## config.mk

```make
export PLATFORM = sky130hd
export DESIGN_NAME = ssr_top
export DESIGN_NICKNAME = d
export VERILOG_FILES = /design/src/ssr_pkg.sv /design/src/ssr_top.sv /design/src/ssr_delay.sv
export SDC_FILE = /design/constraint.sdc
export NUM_CORES = 1
export LEC_CHECK = 0
export BUFFER_PORTS_ARGS = -buffer_cell sky130_fd_sc_hd__buf_2
export CAP_MARGIN = 0
export CORE_MARGIN = 4
export CORE_UTILIZATION = 41
export DETAILED_ROUTE_END_ITERATION = 8
export GPL_ROUTABILITY_DRIVEN = 0
export HOLD_SLACK_MARGIN = 0.08
export PLACE_DENSITY = 0.78
export SLEW_MARGIN = 30
export SYNTH_ARGS = -nofsm -noshare
export SYNTH_HDL_FRONTEND = slang
export SYNTH_HIERARCHICAL = 1
export SYNTH_SLANG_ARGS = --single-unit
```

## constraint.sdc

```tcl
create_clock -name core_clk -period 2.3 [get_ports core_clk]
set_input_delay 0.23 -clock core_clk [delete_from_list [all_inputs] [get_ports core_clk]]
set_output_delay 0.23 -clock core_clk [all_outputs]
set_load 0.02 [all_outputs]
```

## src/ssr_pkg.sv

```systemverilog
// constants and types shared by the stop-mode and reset sequencer
// Summary of operation
// - wait keeps all clocks as run; PLL off only if software asks.
// - CPU stop instruction request is the only way into stop.
// - stop lowers regulator power, keeps periodic timer, turns off PLL and RC.
// - pseudo-stop only when pseudo-stop select and oscillator enable both set.
// - no fast wakeup, no self-clock; leaving stop takes normal recovery.
// - any interrupt request wakes the device from stop.
// - after 50 us recovery, PLL restarts and needs 150 plus 256 ref periods.
// - once relocked, PLL clock returns to its pre-stop frequency.
// - internal-ref mode: all clocks off in stop; RC reference, PLL bus.
// - external-ref mode: full stop all off; pseudo-stop keeps crystal only.
// - after full stop in bypass, bus on PLL until oscillator qualified.
// - pseudo-stop from bypass keeps crystal on, all else off.
// - any reset source drives reset pin low for 512 clock cycles.
// - wait 256 cycles after release, then sample pin for reset origin.
// - with oscillator enabled, lost or slow oscillation raises monitor reset.
// - after clock-monitor reset the device runs in internal-ref mode.
// - in stop the clock monitor is inactive; no monitor reset there.
// - losing PLL lock also clears the oscillator-qualified flag.
// - qualification lost in bypass sets PLL select, bus back to PLL.
// - reset state is internal-ref mode with post-divider 0x03.
package ssr_pkg;
    // ***************************************************
    // timing
    // ***************************************************
    localparam int CLK_MHZ          = 50;
    localparam int RECOVERY_US      = 50;
    localparam int RECOVERY_CYC     = RECOVERY_US * CLK_MHZ;
    localparam int LOCK_BASE_US     = 150;
    localparam int LOCK_REF_PERIODS = 256;
    localparam int REF_KHZ          = 1000;
    localparam int LOCK_CYC         = LOCK_BASE_US * CLK_MHZ
                                    + LOCK_REF_PERIODS * CLK_MHZ * 1000
                                      / REF_KHZ;
    localparam int CM_FAIL_KHZ      = 400;
    localparam int RST_DRIVE_CYC    = 512;
    localparam int RST_SETTLE_CYC   = 256;
    // ***************************************************
    // register map
    // ***************************************************
    localparam logic [7:0] CTRL_OFF    = 8'h00;
    localparam logic [7:0] POST_DIVIDER_SETTING_OFF = 8'h04;
    localparam logic [7:0] STATUS_OFF  = 8'h08;
    localparam int CTRL_PSEUDO_STOP_SELECT = 0;
    localparam int CTRL_OSCILLATOR_ENABLE = 1;
    localparam int CTRL_PSEL = 2;
    localparam int CTRL_WOFF = 3;
    localparam logic [3:0] CTRL_RST     = 4'h4;
    localparam logic [4:0] POST_DIVIDER_SETTING_RST  = 5'h03;
    localparam logic [4:0] POST_DIVIDER_SETTING_UNLK = 5'h03;
    localparam int ST_LOCK = 0;
    localparam int ST_QUAL = 1;
    localparam int ST_STOP = 2;
    localparam int ST_PSEUDO_STOP_SELECT = 3;
    localparam int ST_EXT  = 4;
    localparam int ST_MODE = 5;
    // ***************************************************
    // synchroniser lanes
    // ***************************************************
    localparam int SY_QUAL = 0;
    localparam int SY_PRES = 1;
    localparam int SY_SLOW = 2;
    localparam int SY_PIN  = 3;
    localparam logic [3:0] SYNC_RST = 4'hA;

    typedef enum logic [1:0] {
        SS_RUN    = 2'b00,
        SS_STOP   = 2'b01,
        SS_RECOV  = 2'b11,
        SS_RELOCK = 2'b10
    } ssr_stop_e;

    typedef enum logic [1:0] {
        RS_IDLE   = 2'b00,
        RS_DRIVE  = 2'b01,
        RS_SETTLE = 2'b11
    } ssr_rst_e;

    typedef enum logic [1:0] {
        MODE_INT_REF = 2'b00,
        MODE_EXT_REF = 2'b01,
        MODE_BYPASS  = 2'b10
    } ssr_mode_e;
endpackage

```

## src/ssr_top.sv

```systemverilog
// stop-mode, clock-mode and reset-pin sequencer with APB registers
`timescale 1ns/100ps
module ssr_top
    import ssr_pkg::*;
#(
    parameter int unsigned LOCK_CYCLES = LOCK_CYC
) (
    input  wire logic        core_clk,
    input  wire logic        rstn,
    input  wire logic        psel,
    input  wire logic        penable,
    input  wire logic        pwrite,
    input  wire logic [7:0]  paddr,
    input  wire logic [31:0] pwdata,
    output logic [31:0]      prdata,
    output logic             pready,
    output logic             pslverr,
    input  wire logic        stop_req,
    input  wire logic        wait_req,
    input  wire logic        irq_req,
    input  wire logic        reset_event,
    input  wire logic        osc_qual_i,
    input  wire logic        osc_present_i,
    input  wire logic        osc_slow_i,
    input  wire logic        reset_pin_i,
    output logic             reset_pin_o,
    output logic             reset_pin_oe_n,
    output logic             sys_reset_active,
    output logic             reset_ext_src,
    output logic             clock_monitor_reset,
    output logic             vreg_low_power,
    output logic             api_enable,
    output logic             pll_enable,
    output logic             pll_locked,
    output logic [4:0]       post_divider_setting,
    output logic             irc_enable,
    output logic             xosc_enable,
    output logic             pll_reference_clock_enable,
    output logic             pll_reference_clock_src_osc,
    output logic             busclk_enable,
    output logic             busclk_src_osc,
    output logic             oscillator_qualified,
    output logic [1:0]       clock_mode,
    output logic             stop_active,
    output logic             pseudo_stop_active,
    output logic             wait_active
);
    // ***************************************************
    // declarations
    // ***************************************************
    ssr_stop_e   st_q;
    ssr_rst_e    rs_q;
    logic [3:0]  meta_q;
    logic [3:0]  sync_q;
    logic        pseudo_stop_select_q;
    logic        oscillator_enable_q;
    logic        psel_q;
    logic        woff_q;
    logic [4:0]  post_divider_setting_q;
    logic [4:0]  pll_div_q;
    logic        pseudo_q;
    logic        ext_q;
    logic        cm_q;
    logic        qual_prev_q;
    logic        running;
    logic        cm_fail;
    logic        qual_lost;
    logic        rec_done;
    logic        drv_done;
    logic        set_done;
    logic        wr_en;
    logic        rd_setup;
    logic        hit;
    logic [31:0] rd_mux;
    logic [9:0]  drive_cnt_q;

    // ***************************************************
    // pin synchronisers
    // ***************************************************
    always_ff @(posedge core_clk) begin
        if (!rstn) begin
            meta_q <= SYNC_RST;
            sync_q <= SYNC_RST;
        end else begin
            meta_q <= {reset_pin_i, osc_slow_i, osc_present_i, osc_qual_i};
            sync_q <= meta_q;
        end
    end

    // ***************************************************
    // APB slave
    // ***************************************************
    // zero wait states: read data is captured in the setup cycle
    assign pready   = 1'b1;
    assign wr_en    = psel && penable && pwrite && hit;
    assign rd_setup = psel && !penable && !pwrite;
    assign pslverr  = psel && penable && !hit;

    always_comb begin
        hit    = 1'b1;
        rd_mux = 32'h0000_0000;
        case (paddr)
            CTRL_OFF:    rd_mux[3:0] = {woff_q, psel_q, oscillator_enable_q, pseudo_stop_select_q};
            POST_DIVIDER_SETTING_OFF: rd_mux[4:0] = post_divider_setting_q;
            STATUS_OFF: begin
                rd_mux[ST_LOCK]           = pll_locked;
                rd_mux[ST_QUAL]           = oscillator_qualified;
                rd_mux[ST_STOP]           = stop_active;
                rd_mux[ST_PSEUDO_STOP_SELECT]           = pseudo_stop_active;
                rd_mux[ST_EXT]            = ext_q;
                rd_mux[ST_MODE+1:ST_MODE] = clock_mode;
            end
            default: hit = 1'b0;
        endcase
    end

    always_ff @(posedge core_clk) begin
        if (!rstn) begin
            prdata <= 32'h0000_0000;
        end else if (rd_setup) begin
            prdata <= rd_mux;
        end
    end

    // ***************************************************
    // control registers
    // ***************************************************
    assign qual_lost = qual_prev_q && !oscillator_qualified
                     && st_q == SS_RUN;

    always_ff @(posedge core_clk) begin
        if (!rstn) begin
            {woff_q, psel_q, oscillator_enable_q, pseudo_stop_select_q} <= CTRL_RST;
        end else begin
            if (wr_en && paddr == CTRL_OFF) begin
                pseudo_stop_select_q <= pwdata[CTRL_PSEUDO_STOP_SELECT];
                oscillator_enable_q <= pwdata[CTRL_OSCILLATOR_ENABLE];
                psel_q <= pwdata[CTRL_PSEL];
                woff_q <= pwdata[CTRL_WOFF];
            end
            if (qual_lost && oscillator_enable_q && !psel_q) begin
                psel_q <= 1'b1;
            end
            if (cm_q) begin
                oscillator_enable_q <= 1'b0;
                psel_q <= 1'b1;
            end
        end
    end

    // divider is frozen while the bus runs from the oscillator
    always_ff @(posedge core_clk) begin
        if (!rstn) begin
            post_divider_setting_q <= POST_DIVIDER_SETTING_RST;
        end else if (wr_en && paddr == POST_DIVIDER_SETTING_OFF && psel_q) begin
            post_divider_setting_q <= pwdata[4:0];
        end
    end

    always_ff @(posedge core_clk) begin
        if (!rstn) begin
            pll_div_q <= POST_DIVIDER_SETTING_UNLK;
        end else begin
            pll_div_q <= pll_locked ? post_divider_setting_q : POST_DIVIDER_SETTING_UNLK;
        end
    end
    assign post_divider_setting = pll_div_q;

    // ***************************************************
    // stop sequence
    // ***************************************************
    ssr_delay #(
        .COUNT (RECOVERY_CYC)
    ) u_recov (
        .core_clk (core_clk),
        .rstn     (rstn),
        .run      (st_q == SS_RECOV),
        .done     (rec_done)
    );

    ssr_delay #(
        .COUNT (LOCK_CYCLES)
    ) u_lock (
        .core_clk (core_clk),
        .rstn     (rstn),
        .run      (pll_enable),
        .done     (pll_locked)
    );

    // power-on starts with the PLL locking, bus on the unlocked divider
    always_ff @(posedge core_clk) begin
        if (!rstn) begin
            st_q     <= SS_RELOCK;
            pseudo_q <= 1'b0;
        end else begin
            case (st_q)
                SS_RUN: begin
                    if (stop_req && !sys_reset_active) begin
                        st_q <= SS_STOP;
                        pseudo_q <= pseudo_stop_select_q && oscillator_enable_q;
                    end
                end
                SS_STOP: begin
                    if (irq_req) begin
                        st_q <= SS_RECOV;
                    end
                end
                SS_RECOV: begin
                    if (rec_done) begin
                        st_q <= SS_RELOCK;
                    end
                end
                SS_RELOCK: begin
                    if (pll_locked) begin
                        st_q <= SS_RUN;
                    end
                end
                default: st_q <= SS_RUN;
            endcase
        end
    end

    // ***************************************************
    // clock gating outputs
    // ***************************************************
    assign running            = st_q == SS_RUN || st_q == SS_RELOCK;
    assign stop_active        = st_q == SS_STOP;
    assign pseudo_stop_active = stop_active && pseudo_q;
    assign wait_active        = wait_req && st_q == SS_RUN;
    assign vreg_low_power     = stop_active;
    assign api_enable         = 1'b1;
    assign pll_enable         = running && !(wait_active && woff_q);
    assign irc_enable         = !stop_active;
    assign xosc_enable        = stop_active ? pseudo_q : oscillator_enable_q;
    assign pll_reference_clock_enable      = !stop_active;
    assign pll_reference_clock_src_osc     = oscillator_enable_q;
    assign busclk_enable      = running;
    assign oscillator_qualified = sync_q[SY_QUAL] && pll_locked && oscillator_enable_q;
    assign busclk_src_osc     = oscillator_enable_q && !psel_q && oscillator_qualified;

    always_comb begin
        if (!oscillator_enable_q) begin
            clock_mode = MODE_INT_REF;
        end else if (psel_q) begin
            clock_mode = MODE_EXT_REF;
        end else begin
            clock_mode = MODE_BYPASS;
        end
    end

    always_ff @(posedge core_clk) begin
        if (!rstn) begin
            qual_prev_q <= 1'b0;
        end else begin
            qual_prev_q <= oscillator_qualified;
        end
    end

    // ***************************************************
    // clock monitor and reset pin
    // ***************************************************
    // the slow input flags oscillation under CM_FAIL_KHZ
    // monitor only in run
    assign cm_fail = oscillator_enable_q && st_q == SS_RUN
                   && (!sync_q[SY_PRES] || sync_q[SY_SLOW]);

    always_ff @(posedge core_clk) begin
        if (!rstn) begin
            cm_q <= 1'b0;
        end else begin
            cm_q <= cm_fail && rs_q == RS_IDLE && !cm_q;
        end
    end
    assign clock_monitor_reset = cm_q;

    ssr_delay #(
        .COUNT (RST_DRIVE_CYC)
    ) u_drive (
        .core_clk (core_clk),
        .rstn     (rstn),
        .run      (rs_q == RS_DRIVE),
        .done     (drv_done)
    );

    ssr_delay #(
        .COUNT (RST_SETTLE_CYC)
    ) u_settle (
        .core_clk (core_clk),
        .rstn     (rstn),
        .run      (rs_q == RS_SETTLE),
        .done     (set_done)
    );

    // a pin held low from outside restarts the sequence each time
    always_ff @(posedge core_clk) begin
        if (!rstn) begin
            rs_q  <= RS_IDLE;
            ext_q <= 1'b0;
        end else begin
            case (rs_q)
                RS_IDLE: begin
                    if (reset_event || cm_q || !sync_q[SY_PIN]) begin
                        rs_q <= RS_DRIVE;
                    end
                end
                RS_DRIVE: begin
                    if (drv_done) begin
                        rs_q <= RS_SETTLE;
                    end
                end
                RS_SETTLE: begin
                    if (set_done) begin
                        rs_q  <= RS_IDLE;
                        ext_q <= !sync_q[SY_PIN];
                    end
                end
                default: rs_q <= RS_IDLE;
            endcase
        end
    end

    assign reset_pin_o      = 1'b0;
    assign reset_pin_oe_n   = rs_q != RS_DRIVE;
    assign sys_reset_active = rs_q != RS_IDLE;
    assign reset_ext_src    = ext_q;

    always_ff @(posedge core_clk) begin
        if (!rstn || reset_pin_oe_n) begin
            drive_cnt_q <= 10'h000;
        end else begin
            drive_cnt_q <= drive_cnt_q + 10'h001;
        end
    end
endmodule

```

## src/ssr_delay.sv

```systemverilog
// saturating cycle counter: done from the COUNT-th consecutive cycle that run is high
`timescale 1ns/100ps
module ssr_delay #(
    parameter int unsigned COUNT = 4
) (
    input  wire logic core_clk,
    input  wire logic rstn,
    input  wire logic run,
    output logic      done
);
    localparam int W = $clog2(COUNT + 1);
    localparam logic [W-1:0] LAST = W'(COUNT - 1);

    logic [W-1:0] cnt_q;

    always_ff @(posedge core_clk) begin
        if (!rstn || !run) begin
            cnt_q <= '0;
        end else if (cnt_q != LAST) begin
            cnt_q <= cnt_q + W'(1);
        end
    end

    assign done = run && (cnt_q == LAST);
endmodule

```

==> impl_metrics.py <==
metrics = {
    "global_route": {
        "grt_max_degree": 38,
        "grt_pass1_wl_microns": 14800,
        "antenna_found_initial": 0,
        "gr-total-overflow": 0,
        "track_usage": 0.156,
        "grt_pass1_vias": 3265,
    },
    "die": {
        "fp.dieArea_sq_um": 11700,
        "row_count": 36,
        "initial_core_util": 0.422,
        "io_pins": 113,
        "core_area_sq_um": 9770,
        "die_width_microns": 108,
        "die_h_microns": 108,
    },
    "yosys": {
        "yosys.area.top_type": "dfxtp_1",
        "synth.avg_cell_area_sq_um": 8.97,
        "yosysSeqAreaShare": 0.403,
        "synth_edf_count": 0,
        "yosysWarnings": 6,
        "netlist.area_leader.share": 0.403,
        "yosys-top-cells-area": "dfxtp_1 (40%), mux2i_1 (5.8%), buf_4 (5.5%), nand2_1 (3.5%), a21oi_1 (3.2%)",
        "synth_area_sq_um": 4120,
        "netlist_instances": 460,
        "synth_seq_cells": 83,
        "ys_types": 62,
        "synthFlopType": "dfxtp_1",
        "synth-async-reset-ratio": 0,
    },
    "critical_path": {
        "reg2reg_depth": 9,
        "path_class": "flop to output port",
        "path_cells": "or4b_4 > nor4_4 > and2_4 > and3_1 > buf_6",
        "end_kind": "output port",
        "slowest_stage": "or4b_4",
        "cp_top_family": "simple AND/OR/NAND/NOR gates",
        "critPathMaxStageDelay_ps": 490,
        "reg2reg_from": "u_lock/cnt_q[3]$_SDFFE_PP0P_",
        "worstPathArrival_ps": 2060,
        "rrSetupSlack_ps": 150,
        "crit_path_start_kind": "flop",
        "path_buf_inv": 1,
        "required_ps": 2070,
        "reg2reg_to": "psel_q$_SDFFE_PP1P_",
        "worst-path-max-fanout": 5,
    },
    "flow_run": {
        "drv_cap": 0,
    },
    "drt": {
        "vias": 3524,
        "avgRoutedWirePerCell_microns": 13.9,
        "postRouteAntennaNets": 0,
        "dr.pass1.iters": 5,
        "vias_per_cell": 5.32,
        "finalWirelength_microns": 9220,
        "drc": 0,
        "drt_iter0_markers": 141,
    },
    "clock_tree": {
        "cts_tree": "done",
        "clockBufferDepth": 2,
        "cts.sinks": 83,
        "h-tree-depth": 3,
        "clock_latency_ps": 350,
        "clkTransAtPathRegs_ps": 90,
        "clockRootBuffer": "clkbuf_8",
        "cts-buffers-inserted": 9,
    },
    "pwr": {
        "p_sw_frac": 0.251,
        "pwr-share-comb": 0.068,
        "total_power_mw": 2.69,
        "p_int_mw": 2.02,
        "clkPwrFrac": 0.389,
        "switchingPower_uw": 676,
        "leakage_nw": 1.82,
        "seqPwrFrac": 0.542,
        "power_density_nw_per_um2": 565,
        "vdd_ir_drop_max_v": 0.000308,
    },
    "sta": {
        "rsz0062_at_grt": "true",
        "finalWorstSetupSlack_ps": 14.2,
        "hold_viol": 0,
        "fin_crit_ps": 2290,
        "whs_ps": 146,
        "worst_slew_pin_slew_ps": 512,
        "clock.fmax_ghz": 0.437,
        "drv_slew": 0,
        "setup_viol": 0,
        "fin_skew_ps": 15.9,
        "finalCritPeriodShare": 0.994,
        "max-slew-margin-rel": 0.656,
    },
    "worst_hold_path": {
        "hold_path_class": "input port to flop",
        "whs_endpoint": "post_divider_setting_q[2]$_SDFFE_PN0P_",
        "hold-path-cell-count": 3,
        "min_from": "pwdata[2]",
    },
    "place": {
        "port_buffers": 57,
        "dp_hpwl_microns": 6760,
        "dp_slack_ps": 205,
    },
    "finish": {
        "layout_commonest_cell": "dfxtp_1",
        "layout.nets": 584,
        "area_growth_pct": 15.6,
        "drive_gt1_frac": 0.213,
        "n_antenna_cell": 0,
        "layout_common_cells": "dfxtp_1 (79), buf_2 (54), nand2_1 (39)",
    },
    "status": {
        "status": "finished, final reports clean",
    },
}
==> layout make-up <==
class	instances	area [sq um]
timing repair buffer	76	460
multi-input combinational	334	2190
sequential	83	1670
clock buffer	9	124
tap	133	166
clock inverter	7	76.3
inverter	21	78.8
fill	904	5010
==> metrics by stage <==
stage / area (sq um) / util / setup TNS [ps] / std cells
floorplan: 4230 / - / 0 / 486
global placement: 4430 / 0.453 / 0 / 636
detailed placement: 4430 / 0.453 / 0 / 636
CTS: 4720 / 0.482 / 0 / 660
global route: 4770 / 0.488 / -102 / 663
finish: 4770 / 0.488 / 0 / 663
==> tightest hold or removal path: stages <==
cell and delay, ps:
buf_2 110, nand2_1 50, mux2i_1 60
==> power by group through the flow <==
stage          Clock, mW  Combinational, mW  Sequential (mW)
3_3_place_gp           0              0.169             1.49
3_5_place_dp           0              0.173             1.49
2_1_floorplan          0              0.155             1.49
6_report            1.05              0.184             1.46
5_1_grt             1.15              0.202             1.46
4_1_cts             1.07              0.182             1.46
==> timing repair <==
item,in CTS,in global routing
gates cloned,0,0
pin swaps,1,1
endpoints found under the setup margin,3,3
buffers inserted,4,3
resized for setup,7,10
hold buffers,4,0
hold endpoints to repair,4,0
==> cell usage after synthesis (11+ instances only) <==
| cell type | n |
|---|---|
| nor2_1 | 20 |
| mux2i_1 | 24 |
| dfxtp_1 | 83 |
| o21ai_0 | 11 |
| nand3_1 | 19 |
| inv_1 | 20 |
| a21oi_1 | 26 |
| nand2b_1 | 15 |
| buf_4 | 30 |
| clkbuf_1 | 13 |
| nand2_1 | 39 |
==> metal layers <==
layer	global-route usage	routed length, microns	up-vias
li1	-	-	1738
met1	0.179	3830	1685
met2	0.272	4780	82
met3	0.0436	417	19
met4	0.0658	194	0
met5	0	0	-
==> kinds of logic after synthesis <==
kind of cell	count (synthesis)	synth area share
buffers and inverters	69	0.0947
multiplexers	24	0.0583
flip-flops	83	0.403
XOR/XNOR	7	0.0149
AND/OR/NAND/NOR	190	0.285
AO/OA/AOI/OAI	79	0.124
adder cells (fa/ha/maj)	6	0.0182
other	2	0.00182
==> sequential cells by signal, summed over array words and instances (netlist names) <==
register and flops:
post_divider_setting 5, pseudo_stop_select_q 1, u_drive/cnt_q 10, rs_q 2, prdata 7, reset_ext_src 1
qual_prev_q 1, meta_q 4, pseudo_q 1, u_settle/cnt_q 9, u_lock/cnt_q 15, clock_monitor_reset 1
u_recov/cnt_q 12, post_divider_setting_q 5, sync_q 4, woff_q 1, pll_reference_clock_src_osc 1, st_q 2
psel_q 1
==> how the worst max path moves through the flow <==
stage / from / endpoint / depth (start not counted)
floorplan: u_lock/cnt_q[0]$_SDFFE_PP0P_ / oscillator_qualified / 7
detailed placement: u_lock/cnt_q[1]$_SDFFE_PP0P_ / oscillator_qualified / 7
global route: u_lock/cnt_q[0]$_SDFFE_PP0P_ / busclk_src_osc / 6
global placement: u_lock/cnt_q[0]$_SDFFE_PP0P_ / oscillator_qualified / 7
finish: u_lock/cnt_q[3]$_SDFFE_PP0P_ / busclk_src_osc / 5
CTS: u_lock/cnt_q[2]$_SDFFE_PP0P_ / oscillator_qualified / 6
Power figures use the tool's default switching activity.
